### src/hdl/cijba_consts.svh
/*
  Constants for the compare-increment-jump and BCD correction datapath:
  opcodes, cycle counts, flag bit positions, register offsets, reset values.
  Assumes inclusion by every design file that needs them; definitions only.
*/
`ifndef CIJBA_CONSTS_SVH
`define CIJBA_CONSTS_SVH

`define CIJBA_OP_JUMP_EQ 8'hC2
`define CIJBA_OP_JUMP_NE 8'hD2
`define CIJBA_OP_BCD_REG 8'h40
`define CIJBA_OP_BCD_IND 8'h41

`define CIJBA_CYC_TAKEN 5'h12
`define CIJBA_CYC_NOT_TAKEN 5'h10
`define CIJBA_CYC_BCD 5'h04

`define CIJBA_FLAG_C 7
`define CIJBA_FLAG_Z 6
`define CIJBA_FLAG_S 5
`define CIJBA_FLAG_V 4

`define CIJBA_ADDR_CTRL 8'h00
`define CIJBA_ADDR_STATUS 8'h04
`define CIJBA_ADDR_TAKEN_CNT 8'h08
`define CIJBA_CTRL_RESET 8'h01
`define CIJBA_CTRL_EN 0
`define CIJBA_ST_BUSY 0
`define CIJBA_ST_TAKEN 1
`define CIJBA_ST_BAD_OP 2

`define CIJBA_ADD_NONE 8'h00
`define CIJBA_ADD_LO 8'h06
`define CIJBA_ADD_HI 8'h60
`define CIJBA_ADD_BOTH 8'h66
`define CIJBA_SUB_LO 8'hFA
`define CIJBA_SUB_HI 8'hA0
`define CIJBA_SUB_BOTH 8'h9A

`endif

### src/hdl/cijba_pkg.sv
/*
  Types shared by the datapath modules: controller states and nibble range test.
  Assumes nothing beyond a SystemVerilog compiler.
*/
`default_nettype none
package cijba_pkg;

  typedef enum logic [1:0] {
    CIJBA_IDLE,
    CIJBA_RUN
  } cijba_state_e;

  typedef logic [7:0] cijba_byte_t;

  // Inclusive range test on one BCD digit position
  function automatic logic cijba_in_range(input logic [3:0] v, input logic [3:0] lo, input logic [3:0] hi);
    cijba_in_range = (v >= lo) && (v <= hi);
  endfunction

endpackage
`default_nettype wire

### src/hdl/cijba_core.sv
/*
  Execution unit for compare-increment-jump (equal / not equal) and the
  BCD correction instruction, with a small control and status register port.
  Assumes the decode front end has fetched all operand bytes, read the
  destination, the source pointer and the byte it points at, and passes
  the address of the following instruction as pc_in.
*/
`timescale 1ns/1ps
`default_nettype none
`include "cijba_consts.svh"

// Overview of operation
// RQ1 - Jump-on-equal subtracts source from destination; zero difference adds offset to PC.
// RQ2 - Nonzero difference on jump-on-equal continues after the three-byte instruction.
// RQ3 - Jump-on-not-equal branches only on nonzero difference, else falls through.
// RQ4 - Both variants increment the source pointer register by one.
// RQ5 - Neither compare-jump variant alters any condition flag.
// RQ6 - Jump-on-equal is opcode C2, three bytes, register dst, indirect source.
// RQ7 - Jump-on-not-equal is opcode D2 with the same layout and modes.
// RQ8 - Compare-jump takes 18 cycles when taken, 16 when not.
// RQ9 - Branch offset is signed 8-bit, reaching -128 to +127 bytes.
// RQ10 - BCD correction rewrites the byte as two packed BCD digits.
// RQ11 - After addition add 00, 06, 60 or 66; carry only for 60/66.
// RQ12 - After subtraction add 00, FA, A0 or 9A; carry only for A0/9A.
// RQ13 - Result for operands not from valid BCD arithmetic is undefined.
// RQ14 - Carry per table, zero on zero, sign is bit 7; D and H kept.
// RQ15 - BCD correction is two bytes, four cycles; 40 register, 41 indirect.
// RQ16 - Addition or subtraction table chosen by the last arithmetic's subtract flag.
module cijba_core (
  input wire logic clk_sys,
  input wire logic rst_n,
  input wire logic issue,
  input wire cijba_pkg::cijba_byte_t opcode,
  input wire cijba_pkg::cijba_byte_t dst_value,
  input wire cijba_pkg::cijba_byte_t src_value,
  input wire cijba_pkg::cijba_byte_t src_ptr,
  input wire cijba_pkg::cijba_byte_t branch_offset,
  input wire logic [15:0] pc_in,
  input wire cijba_pkg::cijba_byte_t flags_in,
  input wire logic sub_flag,
  input wire logic half_flag,
  input wire logic [7:0] reg_addr,
  input wire logic [7:0] reg_wdata,
  input wire logic reg_we,
  input wire logic reg_re,
  output logic busy,
  output logic done,
  output logic accept,
  output logic [15:0] pc_out,
  output logic pc_we,
  output logic [7:0] ptr_out,
  output logic ptr_we,
  output logic [7:0] dst_out,
  output logic dst_we,
  output logic dst_indirect,
  output logic [7:0] flags_out,
  output logic flags_we,
  output logic [7:0] reg_rdata
);
  import cijba_pkg::*;

  cijba_state_e state_q;
  cijba_state_e state_d;
  logic [4:0] cnt_q;
  logic [4:0] cnt_d;
  logic [7:0] ctrl_q;
  logic [7:0] status_q;
  logic [7:0] taken_cnt_q;
  logic [7:0] reg_rdata_q;
  logic is_jump_eq;
  logic is_jump_ne;
  logic is_jump;
  logic is_bcd;
  logic is_known;
  logic br_taken;
  logic [15:0] br_pc;
  logic [7:0] br_ptr;
  logic [7:0] bcd_value;
  logic bcd_carry;
  logic [7:0] bcd_flags;
  logic kind_jump_q;
  logic [15:0] pc_q;
  logic [7:0] ptr_q;
  logic [7:0] dst_q;
  logic dst_ind_q;
  logic [7:0] flags_q;
  logic taken_q;
  logic finish;
  logic take;
  logic bad_take;

  // Decode of the four opcodes this unit owns
  assign is_jump_eq = (opcode == `CIJBA_OP_JUMP_EQ); // RQ6
  assign is_jump_ne = (opcode == `CIJBA_OP_JUMP_NE); // RQ7
  assign is_jump = is_jump_eq || is_jump_ne;
  assign is_bcd = (opcode == `CIJBA_OP_BCD_REG) || (opcode == `CIJBA_OP_BCD_IND); // RQ15
  assign is_known = is_jump || is_bcd;

  // Issue is only honoured while idle and enabled
  assign accept = (state_q == CIJBA_IDLE) && ctrl_q[`CIJBA_CTRL_EN];
  assign take = issue && accept && is_known;
  assign bad_take = issue && accept && !is_known;

  cijba_branch_unit u_branch (
    .dst_value(dst_value),
    .src_value(src_value),
    .src_ptr(src_ptr),
    .branch_offset(branch_offset),
    .pc(pc_in),
    .jump_on_equal(is_jump_eq),
    .taken(br_taken),
    .pc_next(br_pc),
    .ptr_next(br_ptr)
  );

  cijba_bcd_adjust u_bcd (
    .value(dst_value),
    .carry_in(flags_in[`CIJBA_FLAG_C]),
    .half_in(half_flag),
    .after_sub(sub_flag),
    .result(bcd_value),
    .carry_out(bcd_carry)
  );

  // Flag image after BCD correction; V left as it was (undefined)
  always_comb begin
    bcd_flags = flags_in;
    bcd_flags[`CIJBA_FLAG_C] = bcd_carry; // RQ14
    bcd_flags[`CIJBA_FLAG_Z] = (bcd_value == 8'h00); // RQ14
    bcd_flags[`CIJBA_FLAG_S] = bcd_value[7]; // RQ14
  end

  // Sequencer: counts the whole instruction length from the issue cycle
  always_comb begin
    state_d = state_q;
    cnt_d = cnt_q;
    unique case (state_q)
      CIJBA_IDLE: begin
        if (take) begin
          state_d = CIJBA_RUN;
          if (is_bcd) begin
            cnt_d = `CIJBA_CYC_BCD - 5'h01; // RQ15
          end else if (br_taken) begin
            cnt_d = `CIJBA_CYC_TAKEN - 5'h01; // RQ8
          end else begin
            cnt_d = `CIJBA_CYC_NOT_TAKEN - 5'h01; // RQ8
          end
        end
      end
      CIJBA_RUN: begin
        cnt_d = cnt_q - 5'h01;
        if (cnt_q == 5'h01) begin
          state_d = CIJBA_IDLE;
        end
      end
    endcase
  end

  always_ff @(posedge clk_sys) begin
    if (!rst_n) begin
      state_q <= CIJBA_IDLE;
      cnt_q <= 5'h00;
    end else begin
      state_q <= state_d;
      cnt_q <= cnt_d;
    end
  end

  assign finish = (state_q == CIJBA_RUN) && (cnt_q == 5'h01);

  // Results captured at issue so later operand changes cannot disturb them
  always_ff @(posedge clk_sys) begin
    if (!rst_n) begin
      kind_jump_q <= 1'b0;
      pc_q <= 16'h0000;
      ptr_q <= 8'h00;
      dst_q <= 8'h00;
      dst_ind_q <= 1'b0;
      flags_q <= 8'h00;
      taken_q <= 1'b0;
    end else if (take) begin
      kind_jump_q <= is_jump;
      if (is_jump) begin
        pc_q <= br_pc; // RQ1
        ptr_q <= br_ptr; // RQ4
        taken_q <= br_taken; // RQ3
        flags_q <= flags_in; // RQ5
      end else begin
        pc_q <= pc_in;
        dst_q <= bcd_value; // RQ10
        dst_ind_q <= (opcode == `CIJBA_OP_BCD_IND); // RQ15
        flags_q <= bcd_flags; // RQ14
        taken_q <= 1'b0;
      end
    end
  end

  assign busy = (state_q == CIJBA_RUN);
  assign done = finish;
  assign pc_out = pc_q;
  assign ptr_out = ptr_q;
  assign dst_out = dst_q;
  assign dst_indirect = dst_ind_q;
  assign flags_out = flags_q;
  assign pc_we = finish; // RQ2
  assign ptr_we = finish && kind_jump_q; // RQ4
  assign dst_we = finish && !kind_jump_q; // RQ10
  // Compare-jump never writes the flag register
  assign flags_we = finish && !kind_jump_q; // RQ5

  // Control register: enable bit gates issue
  always_ff @(posedge clk_sys) begin
    if (!rst_n) begin
      ctrl_q <= `CIJBA_CTRL_RESET;
    end else if (reg_we && (reg_addr == `CIJBA_ADDR_CTRL)) begin
      ctrl_q <= reg_wdata;
    end
  end

  // Status: busy is busy registered one cycle late, taken records the last jump, bad opcode is sticky
  always_ff @(posedge clk_sys) begin
    if (!rst_n) begin
      status_q <= 8'h00;
    end else begin
      status_q[`CIJBA_ST_BUSY] <= busy;
      if (finish && kind_jump_q) begin
        status_q[`CIJBA_ST_TAKEN] <= taken_q;
      end
      // A new bad opcode in the clearing cycle is kept
      if (bad_take) begin
        status_q[`CIJBA_ST_BAD_OP] <= 1'b1;
      end else if (reg_we && (reg_addr == `CIJBA_ADDR_STATUS) && reg_wdata[`CIJBA_ST_BAD_OP]) begin
        status_q[`CIJBA_ST_BAD_OP] <= 1'b0;
      end
    end
  end

  // Taken-branch counter; increment wins over a clearing write
  always_ff @(posedge clk_sys) begin
    if (!rst_n) begin
      taken_cnt_q <= 8'h00;
    end else if (finish && kind_jump_q && taken_q) begin
      taken_cnt_q <= taken_cnt_q + 8'h01;
    end else if (reg_we && (reg_addr == `CIJBA_ADDR_TAKEN_CNT)) begin
      taken_cnt_q <= 8'h00;
    end
  end

  // Read data valid only in the cycle after the strobe
  always_ff @(posedge clk_sys) begin
    if (!rst_n) begin
      reg_rdata_q <= 8'h00;
    end else if (reg_re) begin
      unique case (reg_addr)
        `CIJBA_ADDR_CTRL: reg_rdata_q <= ctrl_q;
        `CIJBA_ADDR_STATUS: reg_rdata_q <= status_q;
        `CIJBA_ADDR_TAKEN_CNT: reg_rdata_q <= taken_cnt_q;
        default: reg_rdata_q <= 8'h00;
      endcase
    end else begin
      reg_rdata_q <= 8'h00;
    end
  end

  assign reg_rdata = reg_rdata_q;

endmodule
`default_nettype wire

### src/hdl/cijba_bcd_adjust.sv
/*
  Combinational BCD correction of one byte after an addition or subtraction.
  Assumes carry and half-carry are the flags left by the preceding arithmetic.
*/
`timescale 1ns/1ps
`default_nettype none
`include "cijba_consts.svh"

module cijba_bcd_adjust (
  input wire logic [7:0] value,
  input wire logic carry_in,
  input wire logic half_in,
  input wire logic after_sub,
  output logic [7:0] result,
  output logic carry_out
);
  import cijba_pkg::*;

  logic [3:0] hi;
  logic [3:0] lo;
  logic [7:0] corr;

  assign hi = value[7:4];
  assign lo = value[3:0];

  always_comb begin
    // Invalid operands fall to no correction, carry kept
    corr = `CIJBA_ADD_NONE;
    carry_out = carry_in; // RQ13
    if (!after_sub) begin // RQ16
      if (!carry_in && cijba_in_range(hi, 4'h0, 4'h9) && !half_in && cijba_in_range(lo, 4'h0, 4'h9)) begin
        corr = `CIJBA_ADD_NONE;
        carry_out = 1'b0; // RQ11
      end else if (!carry_in && cijba_in_range(hi, 4'h0, 4'h8) && !half_in && cijba_in_range(lo, 4'hA, 4'hF)) begin
        corr = `CIJBA_ADD_LO;
        carry_out = 1'b0; // RQ11
      end else if (!carry_in && cijba_in_range(hi, 4'h0, 4'h9) && half_in && cijba_in_range(lo, 4'h0, 4'h3)) begin
        corr = `CIJBA_ADD_LO;
        carry_out = 1'b0; // RQ11
      end else if (!carry_in && cijba_in_range(hi, 4'hA, 4'hF) && !half_in && cijba_in_range(lo, 4'h0, 4'h9)) begin
        corr = `CIJBA_ADD_HI;
        carry_out = 1'b1; // RQ11
      end else if (!carry_in && cijba_in_range(hi, 4'h9, 4'hF) && !half_in && cijba_in_range(lo, 4'hA, 4'hF)) begin
        corr = `CIJBA_ADD_BOTH;
        carry_out = 1'b1; // RQ11
      end else if (!carry_in && cijba_in_range(hi, 4'hA, 4'hF) && half_in && cijba_in_range(lo, 4'h0, 4'h3)) begin
        corr = `CIJBA_ADD_BOTH;
        carry_out = 1'b1; // RQ11
      end else if (carry_in && cijba_in_range(hi, 4'h0, 4'h2) && !half_in && cijba_in_range(lo, 4'h0, 4'h9)) begin
        corr = `CIJBA_ADD_HI;
        carry_out = 1'b1; // RQ11
      end else if (carry_in && cijba_in_range(hi, 4'h0, 4'h2) && !half_in && cijba_in_range(lo, 4'hA, 4'hF)) begin
        corr = `CIJBA_ADD_BOTH;
        carry_out = 1'b1; // RQ11
      end else if (carry_in && cijba_in_range(hi, 4'h0, 4'h3) && half_in && cijba_in_range(lo, 4'h0, 4'h3)) begin
        corr = `CIJBA_ADD_BOTH;
        carry_out = 1'b1; // RQ11
      end
    end else begin
      if (!carry_in && cijba_in_range(hi, 4'h0, 4'h9) && !half_in && cijba_in_range(lo, 4'h0, 4'h9)) begin
        corr = `CIJBA_ADD_NONE;
        carry_out = 1'b0; // RQ12
      end else if (!carry_in && cijba_in_range(hi, 4'h0, 4'h8) && half_in && cijba_in_range(lo, 4'h6, 4'hF)) begin
        corr = `CIJBA_SUB_LO;
        carry_out = 1'b0; // RQ12
      end else if (carry_in && cijba_in_range(hi, 4'h7, 4'hF) && !half_in && cijba_in_range(lo, 4'h0, 4'h9)) begin
        corr = `CIJBA_SUB_HI;
        carry_out = 1'b1; // RQ12
      end else if (carry_in && cijba_in_range(hi, 4'h6, 4'hF) && half_in && cijba_in_range(lo, 4'h6, 4'hF)) begin
        corr = `CIJBA_SUB_BOTH;
        carry_out = 1'b1; // RQ12
      end
    end
  end

  // Correction is a plain 8-bit add; the wrap-around is intended
  assign result = value + corr; // RQ10

endmodule
`default_nettype wire

### src/hdl/cijba_branch_unit.sv
/*
  Combinational compare, pointer increment and relative target for the
  fused compare-jump instructions. Assumes pc is the address after the
  three-byte instruction.
*/
`timescale 1ns/1ps
`default_nettype none

module cijba_branch_unit (
  input wire logic [7:0] dst_value,
  input wire logic [7:0] src_value,
  input wire logic [7:0] src_ptr,
  input wire logic [7:0] branch_offset,
  input wire logic [15:0] pc,
  input wire logic jump_on_equal,
  output logic taken,
  output logic [15:0] pc_next,
  output logic [7:0] ptr_next
);
  import cijba_pkg::*;

  logic [7:0] diff;
  logic [15:0] offset_ext;

  // Difference only steers the branch and is never stored
  assign diff = dst_value - src_value; // RQ1
  assign taken = jump_on_equal ? (diff == 8'h00) : (diff != 8'h00); // RQ3
  assign offset_ext = {{8{branch_offset[7]}}, branch_offset}; // RQ9
  assign pc_next = taken ? pc + offset_ext : pc; // RQ2
  assign ptr_next = src_ptr + 8'h01; // RQ4

endmodule
`default_nettype wire

### config.mk
export PLATFORM = sky130hd
export DESIGN_NAME = cijba_core
export DESIGN_NICKNAME = d
export VERILOG_FILES = /design/src/hdl/cijba_pkg.sv /design/src/hdl/cijba_core.sv /design/src/hdl/cijba_bcd_adjust.sv /design/src/hdl/cijba_branch_unit.sv
export VERILOG_INCLUDE_DIRS = /design/src /design/src/hdl
export SDC_FILE = /design/constraint.sdc
export NUM_CORES = 1
export LEC_CHECK = 0
export ABC_AREA = 1
export ABC_CLOCK_PERIOD_IN_PS = 8200
export BUFFER_PORTS_ARGS = -buffer_cell sky130_fd_sc_hd__buf_2
export CAP_MARGIN = 5
export CORE_MARGIN = 8
export CORE_UTILIZATION = 57
export CTS_BUF_LIST = sky130_fd_sc_hd__clkbuf_16
export CTS_CLUSTER_DIAMETER = 200
export DETAILED_ROUTE_END_ITERATION = 8
export MAX_ROUTING_LAYER = met4
export PLACE_DENSITY = 0.86
export SLEW_MARGIN = 25
export SYNTH_ARGS = -nofsm -noshare
export SYNTH_HDL_FRONTEND = slang
export SYNTH_SLANG_ARGS = --single-unit
### constraint.sdc
create_clock -name clk_sys -period 8.2 [get_ports clk_sys]
set_clock_uncertainty 0.05 [all_clocks]
set_input_delay 1.64 -clock clk_sys [delete_from_list [all_inputs] [get_ports clk_sys]]
set_output_delay 1.64 -clock clk_sys [all_outputs]
set_load 0.005 [all_outputs]
==> flow_summary.yaml, run 1 <==
hold_path:
  min-delay-start: "dst_out[5]"
  hold_path.class: "reg2reg"
  hold_depth: 1
  hold_end: "dst_out[5]"
clocking:
  ctsResizeCount: 0
  cts_tree: "built"
  cts_root_buffer: "clkbuf_16"
  post_cts_buffers: 0
  htreeDepth: 3
  clkTransAtPathRegs_ps: 60
  cts.sink_count: 76
  clock_path_buffers: 2
  cts_inserted_buffers: 9
  cts_hold_buf: 0
  worstSkewPairLatency_ps: 330
grt:
  grt_pass1_wl_mm: 23.94
  overflow: 0
  grt_use_total_pct: 23.16
  antenna_found_initial: 1
  grt_pass1_vias: 5262
  grt_max_degree: 49
placed_design:
  port_buffers: 142
  dpl_cell_area_sq_mm: 0.005833
  dp_hpwl_mm: 10.84
  gp_congestion: 0.9198
logic_synthesis:
  synth_flop_cell: "dfxtp_1"
  synth_area_sq_mm: 0.005092
  async_reset_ff_share_pct: 0
  yosys_warnings: 0
  synth_area_per_cell_sq_um: 6.529
  synth-edff-count: 0
  syn_inst: 780
  yosys.cell_types.count: 39
  synth.ff_latch_count: 76
  ys_seq_area_share_pct: 29.88
  synth_nets: 901
routing:
  drt-pass1-iter-count: 5
  viasPerCell: 5.322
  first_iter_violations: 318
  vias: 5466
  wl_mm: 14.13
  detail-route-antenna-nets: 0
  post_drt_wl_per_cell_microns: 13.75
  drc: 0
setup_path:
  slowest_delay_ps: 390
  cp_num_cells: 18
  critPathLaunchType: "input port"
  crit_family: "simple AND/OR/NAND/NOR gates"
  crit_slowest_cell: "fa_1"
  cp-end-kind: "flop"
  cp_cell_sequence: "buf_2 -> o21ai_0 -> o21ai_1 -> nor2_1 -> nand3_1 -> a21oi_1 -> or2_2 -> ha_1 -> inv_1 -> fa_1 -> inv_1 -> nand4_1 -> nand3_1 -> xor2_1 -> nand3b_1 -> nand2_1 -> nand2_1 -> a21oi_1"
  critPathKind: "in2reg"
  rr_startpoint: "state_q[0]"
  r2r-end: "cnt_q[3]"
  critPathMaxFanout: 5
  startpoint: "dst_value[5]"
  worst_r2r_path_depth: 9
  required_ps: 8330
  cp_data_arrival_time_ps: 4320
  crit_buf_inv: 3
  reg2reg_slack_ps: 5300
sta:
  hold_viol: 0
  finalCritPeriodShare_pct: 51.02
  relSlewSlack_pct: 40.58
  tightestPinTransition_ps: 889.1
  finalSetupViolCount: 0
  fmax_mhz: 239.0
  fin_setup_tns_ps: 0
  rsz0062_at_grt: "no"
  fin_crit_ps: 4184
  drv_slew: 0
  hold_ws_ps: 405.7
final_layout:
  fin_area_sq_mm: 0.006161
  regArea_sq_mm: 0.001521
  final.fill_count: 765
  area_delta_synth_final_pct: 20.98
  drive_gt1_share_pct: 19.61
  final_nets: 1034
  multiInputGateArea_sq_mm: 0.003057
floorplan:
  dieArea_sq_mm: 0.01221
  rows: 34
  die_w_microns: 110.5
  coreArea_sq_mm: 0.008678
  initial_core_util_pct: 58.68
  die_height_microns: 110.5
  top_level_ports: 143
status:
  status: "finished clean"
power:
  irDropWorstVdd_mv: 0.1009
  p_per_area_mw_per_mm2: 156.2
  leakage_nw: 3.217
job:
  drv_cap: 0
[worst reg2reg max path, delay by kind of cell (launching register included)]
family / cells / cell delay, ps
simple gates: 4 / 1280
flops: 1 / 530
buf+inv: 3 / 710
compound gates: 2 / 210
[worst max path at each step]
stage                        end  slack [ps]
global placement    flags_out[5]        3760
CTS                 flags_out[5]        4010
detailed placement  flags_out[5]        3660
floorplan             dst_out[7]        4160
global route        flags_out[5]        3640
finish              flags_out[5]        4020
[report_power, final]
group	internal (mW)	total [mW]	switching, mW	leakage, nW
sequential	0.371	0.373	0.00134	0.613
combinational	0.0648	0.165	0.100	2.45
clock	0.268	0.424	0.156	0.155
total	0.704	0.962	0.258	3.22
[synth_stat cells (3+ instances only)]
cell        n  area (sq um)
a21oi_1    52         260.3
a31oi_1     6         37.54
xor2_1     13         113.9
o21ai_0    50         250.2
nand2_2     5         31.28
inv_1     106         397.9
nand4_1    21         131.4
xnor2_1     8         70.07
o211ai_1    3         22.52
nor3_1     11         55.05
nor2_2      5         31.28
nor2_1     80         300.3
a22oi_1     7         52.55
nand3b_1    5         37.54
o21a_1      3         22.52
buf_2       6         30.03
clkbuf_1   10         37.54
dfxtp_1    76          1521
nand3_1    72         360.4
or2_2       6         37.54
ha_1       32         400.4
nand2_1   175         656.9
nand3_2     3         30.03
[logic make-up (layout without fill, tap and decap cells)]
kind of cell | Yosys count | after routing | share of synthesized area [%]
AND/OR/NAND/NOR | 389 | 389 | 33.74
flip-flops | 76 | 76 | 29.88
adder cells (fa/ha/maj) | 34 | 34 | 8.649
other | 0 | 1 | 0
XOR/XNOR | 21 | 21 | 3.612
AO/OA/AOI/OAI | 131 | 131 | 14.03
buffers and inverters | 129 | 267 | 10.10
[flip-flops by register name (all words and copies together) (netlist names)]
register	count
kind_jump_q	1
status_q	3
dst_indirect	1
cnt_q	5
taken_cnt_q	8
reg_rdata	8
state_q	1
taken_q	1
pc_out	16
ptr_out	8
flags_out	8
ctrl_q	8
dst_out	8
[layout by cell type, fill, tap and decap left out, types with 11 or more instances in the layout]
cell	synthesis	final
a21oi_1	52	52
buf_2	6	142
dfxtp_1	76	76
ha_1	32	32
inv_1	106	106
nand2_1	175	175
nand3_1	72	72
nand4_1	21	21
nor2_1	80	80
nor3_1	11	11
o21ai_0	50	50
xor2_1	13	13
[metrics by stage]
| step | std cells | setup slack [ps] | power (mW) | util, % |
|---|---|---|---|---|
| after global routing | 1027 | 3636 | 1.005 | 70.99 |
| final | 1027 | 4016 | 0.9621 | 70.99 |
| after floorplan | 780 | 4161 | 0.4911 | - |
| after detailed placement | 1010 | 3658 | 0.5425 | 67.21 |
| after global placement | 1010 | 3756 | 0.5412 | 67.21 |
| after CTS | 1026 | 4010 | 0.9656 | 70.96 |
[per-layer routing]
| metal | vias to the layer above | GRT usage [%] | share of wire, % |
|---|---|---|---|
| met5 | - | - | 0 |
| met4 | 0 | 6.757 | 1.8 |
| met3 | 27 | 3.842 | 5.3 |
| met2 | 182 | 39.39 | 47 |
| met1 | 2424 | 27.40 | 45 |
| li1 | 2833 | - | - |
[layout make-up]
cell class,count,share of cell area (%)
flip-flops and latches,76,24.70
inverters,109,6.641
multi-input cells,575,49.61
clock inverters,7,1.625
repair buffers,142,11.54
diodes,1,0.04062
well taps,108,2.193
clock buffers,9,3.656
Note: power is estimated with default switching activity, not from simulation.
==> run 2, diff against run 1 <==
--- a/config.mk
+++ b/config.mk
@@ -6,17 +6,17 @@
 export SDC_FILE = /design/constraint.sdc
 export NUM_CORES = 1
 export LEC_CHECK = 0
-export ABC_AREA = 1
-export ABC_CLOCK_PERIOD_IN_PS = 8200
+export ABC_AREA = 0
+export ABC_CLOCK_PERIOD_IN_PS = 3400
 export BUFFER_PORTS_ARGS = -buffer_cell sky130_fd_sc_hd__buf_2
 export CAP_MARGIN = 5
 export CORE_MARGIN = 8
-export CORE_UTILIZATION = 57
+export CORE_UTILIZATION = 48
 export CTS_BUF_LIST = sky130_fd_sc_hd__clkbuf_16
 export CTS_CLUSTER_DIAMETER = 200
 export DETAILED_ROUTE_END_ITERATION = 8
 export MAX_ROUTING_LAYER = met4
-export PLACE_DENSITY = 0.86
+export PLACE_DENSITY = 0.78
 export SLEW_MARGIN = 25
 export SYNTH_ARGS = -nofsm -noshare
 export SYNTH_HDL_FRONTEND = slang
==> constraint.sdc (replaced) <==
create_clock -name clk_sys -period 3.4 [get_ports clk_sys]
set_clock_uncertainty 0.05 [all_clocks]
set_input_delay 0.68 -clock clk_sys [delete_from_list [all_inputs] [get_ports clk_sys]]
set_output_delay 0.68 -clock clk_sys [all_outputs]
set_load 0.005 [all_outputs]
==> run 2 against run 1 <==
Sequential share of layout area up 0.22 points. Global-route usage decreased by 1.8 points. Setup slack lost 3900 ps. Routed wire length fell by 1.5%. Largest cell class unchanged.
==> flow_summary.yaml, run 2 <==
routing:
  drc: 0
  viasPerCell: 5.461
  vias: 4822
  first_iter_violations: 306
  detail-route-antenna-nets: 0
  drt-pass1-iter-count: 4
  post_drt_wl_per_cell_microns: 15.76
  wl_mm: 13.92
floorplan:
  dieArea_sq_mm: 0.01358
  die_height_microns: 116.5
  die_w_microns: 116.5
  initial_core_util_pct: 49.63
  rows: 36
  coreArea_sq_mm: 0.009774
  top_level_ports: 143
clocking:
  clkTransAtPathRegs_ps: 50
  worstSkewPairLatency_ps: 330
  cts_tree: "built"
  htreeDepth: 3
  cts_inserted_buffers: 9
  clock_path_buffers: 2
  cts_hold_buf: 0
  cts.sink_count: 76
  cts_root_buffer: "clkbuf_16"
final_layout:
  final_nets: 866
  drive_gt1_share_pct: 26.80
  regArea_sq_mm: 0.001521
  largest_reg_flops: 16
  final.fill_count: 869
  area_delta_synth_final_pct: 25.90
  mostFrequentLayoutCells: "buf_2, dfxtp_1, nor2_1"
  final_common_cell: "buf_2"
  diodes: 0
  multiInputGateArea_sq_mm: 0.003132
  finalNonFillerCells: 883
  fin_area_sq_mm: 0.006107
setup_path:
  rr_startpoint: "state_q[0]"
  required_ps: 3590
  cp_data_arrival_time_ps: 3470
  cp_cell_sequence: "buf_2 -> or3_4 -> o2bb2ai_2 -> nor3_2 -> or2_2 -> ha_2 -> inv_1 -> fa_1 -> nor2b_1 -> o21ai_2 -> a21boi_2 -> nor2_1 -> or4_1 -> o31ai_1"
  critPathMaxFanout: 2
  slowest_delay_ps: 510
  crit_family: "simple AND/OR/NAND/NOR gates"
  critPathLaunchType: "input port"
  startpoint: "dst_value[4]"
  critPathKind: "in2reg"
  crit_slowest_cell: "or4_1"
  cp-end-kind: "flop"
  crit_buf_inv: 2
logic_synthesis:
  synth.area.mux_share_pct: 6.861
  syn_inst: 598
  synth_top_family_by_area: "compound AO/OA/AOI/OAI gates"
  async_reset_ff_share_pct: 0
  synth_flop_cell: "dfxtp_1"
  yosys.cell_types.count: 67
  yosysTopAreaCell: "dfxtp_1"
  synth-edff-count: 0
  yosys_warnings: 0
  synth_commonest_cells: "dfxtp_1, nor2_1, a21oi_1"
  synth_compound_area_share_pct: 21.98
  synthDominantCellAreaShare_pct: 31.36
  yosysMostFrequentCell: "dfxtp_1"
  synth-simple-area-share_pct: 21.07
  synth_area_sq_mm: 0.004851
  synth_area_per_cell_sq_um: 8.112
  yosys.area_share.adder_pct: 9.079
  synth.ff_latch_count: 76
  synth_xor_area_share_pct: 4.849
  synth_nets: 719
  synthTopCellsByArea: "dfxtp_1, ha_1, mux2i_1"
  ys_seq_area_share_pct: 31.36
sta:
  fmax_mhz: 304.8
  drv_slew: 0
  relSlewSlack_pct: 44.08
  finalCritPeriodShare_pct: 96.49
  fin_setup_tns_ps: 0
  finalSetupViolCount: 0
  hold_viol: 0
  fin_crit_ps: 3281
  tightestPinTransition_ps: 837.8
placed_design:
  dpl_cell_area_sq_mm: 0.005761
  dp_hpwl_mm: 10.82
  gp_congestion: 0.9148
  port_buffers: 142
  placed_cells: 866
power:
  irDropWorstVdd_mv: 0.1966
  leakage_nw: 2.726
  p_per_area_mw_per_mm2: 379.4
grt:
  grt_pass1_wl_mm: 22.78
  grt_pass1_vias: 4877
  antenna_found_initial: 0
  grt_use_total_pct: 21.34
  grt_max_degree: 41
  overflow: 0
hold_path:
  min-delay-start: "dst_out[6]"
  hold_path.class: "reg2reg"
job:
  drv_cap: 0
status:
  status: "finished clean"
run 2: logic make-up (layout without fill, tap and decap cells):
family,after synthesis,count (layout)
compound gates,169,169
simple gates,208,208
mux,33,33
xor+xnor,26,26
buf+inv,52,204
fa+ha+maj,34,34
flops,76,76
run 2: worst reg2reg max path: cells and delay by family (launching register included):
kind | cells | cell delay [ps]
flip-flops | 1 | 440
AND/OR/NAND/NOR | 4 | 1410
AO/OA/AOI/OAI | 1 | 240
run 2: what timing repair did:
action	4_1_cts	5_1_grt
endpoints found under the setup margin	0	1
gates resized for setup	0	6
buffers inserted	0	1
endpoints found under the hold margin	0	0
run 2: final timing paths:
path,endpoint,slack [ps],cells past startpoint
setup / recovery,flags_out[6],120,14
setup reg to reg,flags_out[6],1160,5
hold reg to reg,dst_out[6],400,2
hold / removal,dst_out[6],400,2
run 2: layer usage:
layer | vias up | wire [microns] | track usage, %
met4 | 0 | 197 | 6.229
met2 | 144 | 6929 | 37.67
met1 | 2218 | 5983 | 24.30
li1 | 2440 | - | -
met3 | 20 | 803 | 3.568
met5 | - | 0 | -
run 2: layout make-up:
cell class	instances	share of cell area [%]
Timing Repair Buffer	165	14.46
Clock buffer	9	3.688
Tap cell	133	2.725
Inverter	23	1.414
Sequential cell	76	24.91
Multi-Input combinational cell	470	51.28
Clock inverter	7	1.516
run 2: power breakdown:
| part | total (mW) | switching, mW | leakage, nW | internal [mW] |
|---|---|---|---|---|
| logic | 0.403 | 0.221 | 1.95 | 0.182 |
| clock network | 1.02 | 0.375 | 0.159 | 0.641 |
| registers | 0.898 | 0.00303 | 0.613 | 0.895 |
| total | 2.32 | 0.599 | 2.73 | 1.72 |
run 2: through the flow:
stage	worst slack (ps)	utilization, %	hold WS [ps]	total power, mW
2_1_floorplan	62.71	-	390.6	1.174
3_3_place_gp	-95.45	58.94	386.5	1.299
3_5_place_dp	-235.4	58.94	393.2	1.311
4_1_cts	83.84	62.19	401.4	2.328
5_1_grt	-5.655	62.48	427.9	2.421
6_report	119.4	62.48	397.8	2.317
==> run 3, diff against run 2 <==
--- a/config.mk
+++ b/config.mk
@@ -17,6 +17,7 @@
 export DETAILED_ROUTE_END_ITERATION = 8
 export MAX_ROUTING_LAYER = met4
 export PLACE_DENSITY = 0.78
+export RECOVER_POWER = 25
 export SLEW_MARGIN = 25
 export SYNTH_ARGS = -nofsm -noshare
 export SYNTH_HDL_FRONTEND = slang
==> run 3 against run 2 <==
Count of clock-buffer cells in the layout is the same. Register-to-register slack hardly changed. Maximum frequency about the same. Combinational power hardly changed. Setup slack is essentially flat. Clock power barely moved. Largest cell class unchanged.
==> flow_summary.yaml, run 3 (same netlist as run 2, synthesis figures left out) <==
status:
  status: "finished clean"
clocking:
  htreeDepth: 3
  clock_path_buffers: 2
  clkTransAtPathRegs_ps: 50
  cts_root_buffer: "clkbuf_16"
  cts_tree: "built"
  cts.sink_count: 76
  cts_inserted_buffers: 9
  worstSkewPairLatency_ps: 330
  cts_hold_buf: 0
final_layout:
  diodes: 0
  final_common_cell: "buf_2"
  mostFrequentLayoutCells: "buf_2, dfxtp_1, nor2_1"
  area_delta_synth_final_pct: 25.23
  drive_gt1_share_pct: 23.60
  final.fill_count: 885
  final_nets: 866
  largest_reg_flops: 16
power:
  p_per_area_mw_per_mm2: 381.2
  pwr-share-clk_pct: 43.8
  sequentialPowerShare_pct: 38.8
  power.switching_mw: 0.5985
  leakage_nw: 2.621
  irDropWorstVdd_mv: 0.1964
  fin_total_pwr_mw: 2.316
  p_sw_share_pct: 25.85
  p_comb_share_pct: 17.4
  internal-power_mw: 1.717
setup_path:
  cp_cell_sequence: "buf_2 -> or3_4 -> o2bb2ai_2 -> nor3_2 -> or2_2 -> ha_2 -> inv_1 -> fa_1 -> nor2b_1 -> o21ai_2 -> a21boi_2 -> nor2_1 -> or4_1 -> o31ai_1"
  slowest_delay_ps: 510
  cp_data_arrival_time_ps: 3470
  critPathMaxFanout: 2
  crit_buf_inv: 2
  crit_family: "simple AND/OR/NAND/NOR gates"
  required_ps: 3590
  critPathKind: "in2reg"
  cp-end-kind: "flop"
  crit_slowest_cell: "or4_1"
  critPathLaunchType: "input port"
  cp_num_cells: 14
  worst_r2r_path_depth: 5
floorplan:
  coreArea_sq_mm: 0.009774
  top_level_ports: 143
  die_w_microns: 116.5
  dieArea_sq_mm: 0.01358
  die_height_microns: 116.5
  rows: 36
  initial_core_util_pct: 49.63
sta:
  finalCritPeriodShare_pct: 96.49
  fin_crit_ps: 3281
  drv_slew: 0
  fin_setup_tns_ps: 0
  hold_viol: 0
  fmax_mhz: 304.8
  tightestPinTransition_ps: 1316
  relSlewSlack_pct: 12.27
  postLayoutSetupSlackWorst_ps: 119.3
  finalSetupViolCount: 0
routing:
  detail-route-antenna-nets: 0
  vias: 4838
  drc: 0
  wl_mm: 13.94
  post_drt_wl_per_cell_microns: 15.78
  viasPerCell: 5.479
  first_iter_violations: 291
  drt-pass1-iter-count: 4
placed_design:
  dp_slack_ps: -235.4
  dp_hpwl_mm: 10.82
  gp_congestion: 0.9148
  port_buffers: 142
hold_path:
  hold_path.class: "reg2reg"
  hold_depth: 2
grt:
  grt_pass1_vias: 4877
  grt_pass1_wl_mm: 22.78
  overflow: 0
  grt_use_total_pct: 21.34
  antenna_found_initial: 0
  grt_max_degree: 41
job:
  drv_cap: 0
[run 3: timing repair]
action	CTS	global route
buffers inserted	0	1
gates resized for setup	0	6
setup endpoints to repair	0	1
[run 3: worst paths after layout]
path	to	slack (ps)	startpoint
max	flags_out[6]	120	dst_value[4]
min	dst_out[6]	400	dst_out[6]
max reg2reg	flags_out[6]	1160	state_q[0]
min reg2reg	dst_out[6]	400	dst_out[6]
[run 3: metrics by stage]
stage / instances / instance area, sq um / util [%] / hold WS, ps
2_1_floorplan: 598 / 4856 / - / 390.6
3_3_place_gp: 866 / 5761 / 58.94 / 386.5
3_5_place_dp: 866 / 5761 / 58.94 / 393.2
4_1_cts: 882 / 6078 / 62.19 / 401.4
5_1_grt: 883 / 6075 / 62.15 / 430.0
6_report: 883 / 6075 / 62.15 / 400.6
[run 3: per-layer routing]
layer	routed length (microns)	global-route usage (%)
met5	0	-
met4	199	6.229
met3	797	3.568
met2	6924	37.67
met1	6015	24.30
[run 3: layout make-up]
cell class	instances	area (sq um)	share of cell area, %
multi-input combinational	470	3132	51.56
sequential	76	1521	25.05
timing repair buffer	165	850.8	14.01
clock buffer	9	225.2	3.708
tap	133	166.4	2.739
clock inverter	7	92.59	1.524
inverter	23	86.33	1.421
[run 3: power by group through the flow]
| stage | clock network [mW] | logic, mW | registers [mW] |
|---|---|---|---|
| after floorplan | 0 | 0.257 | 0.917 |
| after global placement | 0 | 0.382 | 0.917 |
| after detailed placement | 0 | 0.394 | 0.917 |
| after CTS | 1.03 | 0.398 | 0.898 |
| after global routing | 1.08 | 0.447 | 0.898 |
| final | 1.02 | 0.402 | 0.898 |
[run 3: tightest hold or removal path, cell delays in order, from the launching register on]
cell and delay [ps]:
dfxtp_1 310, nand2_1 50, a21oi_1 50
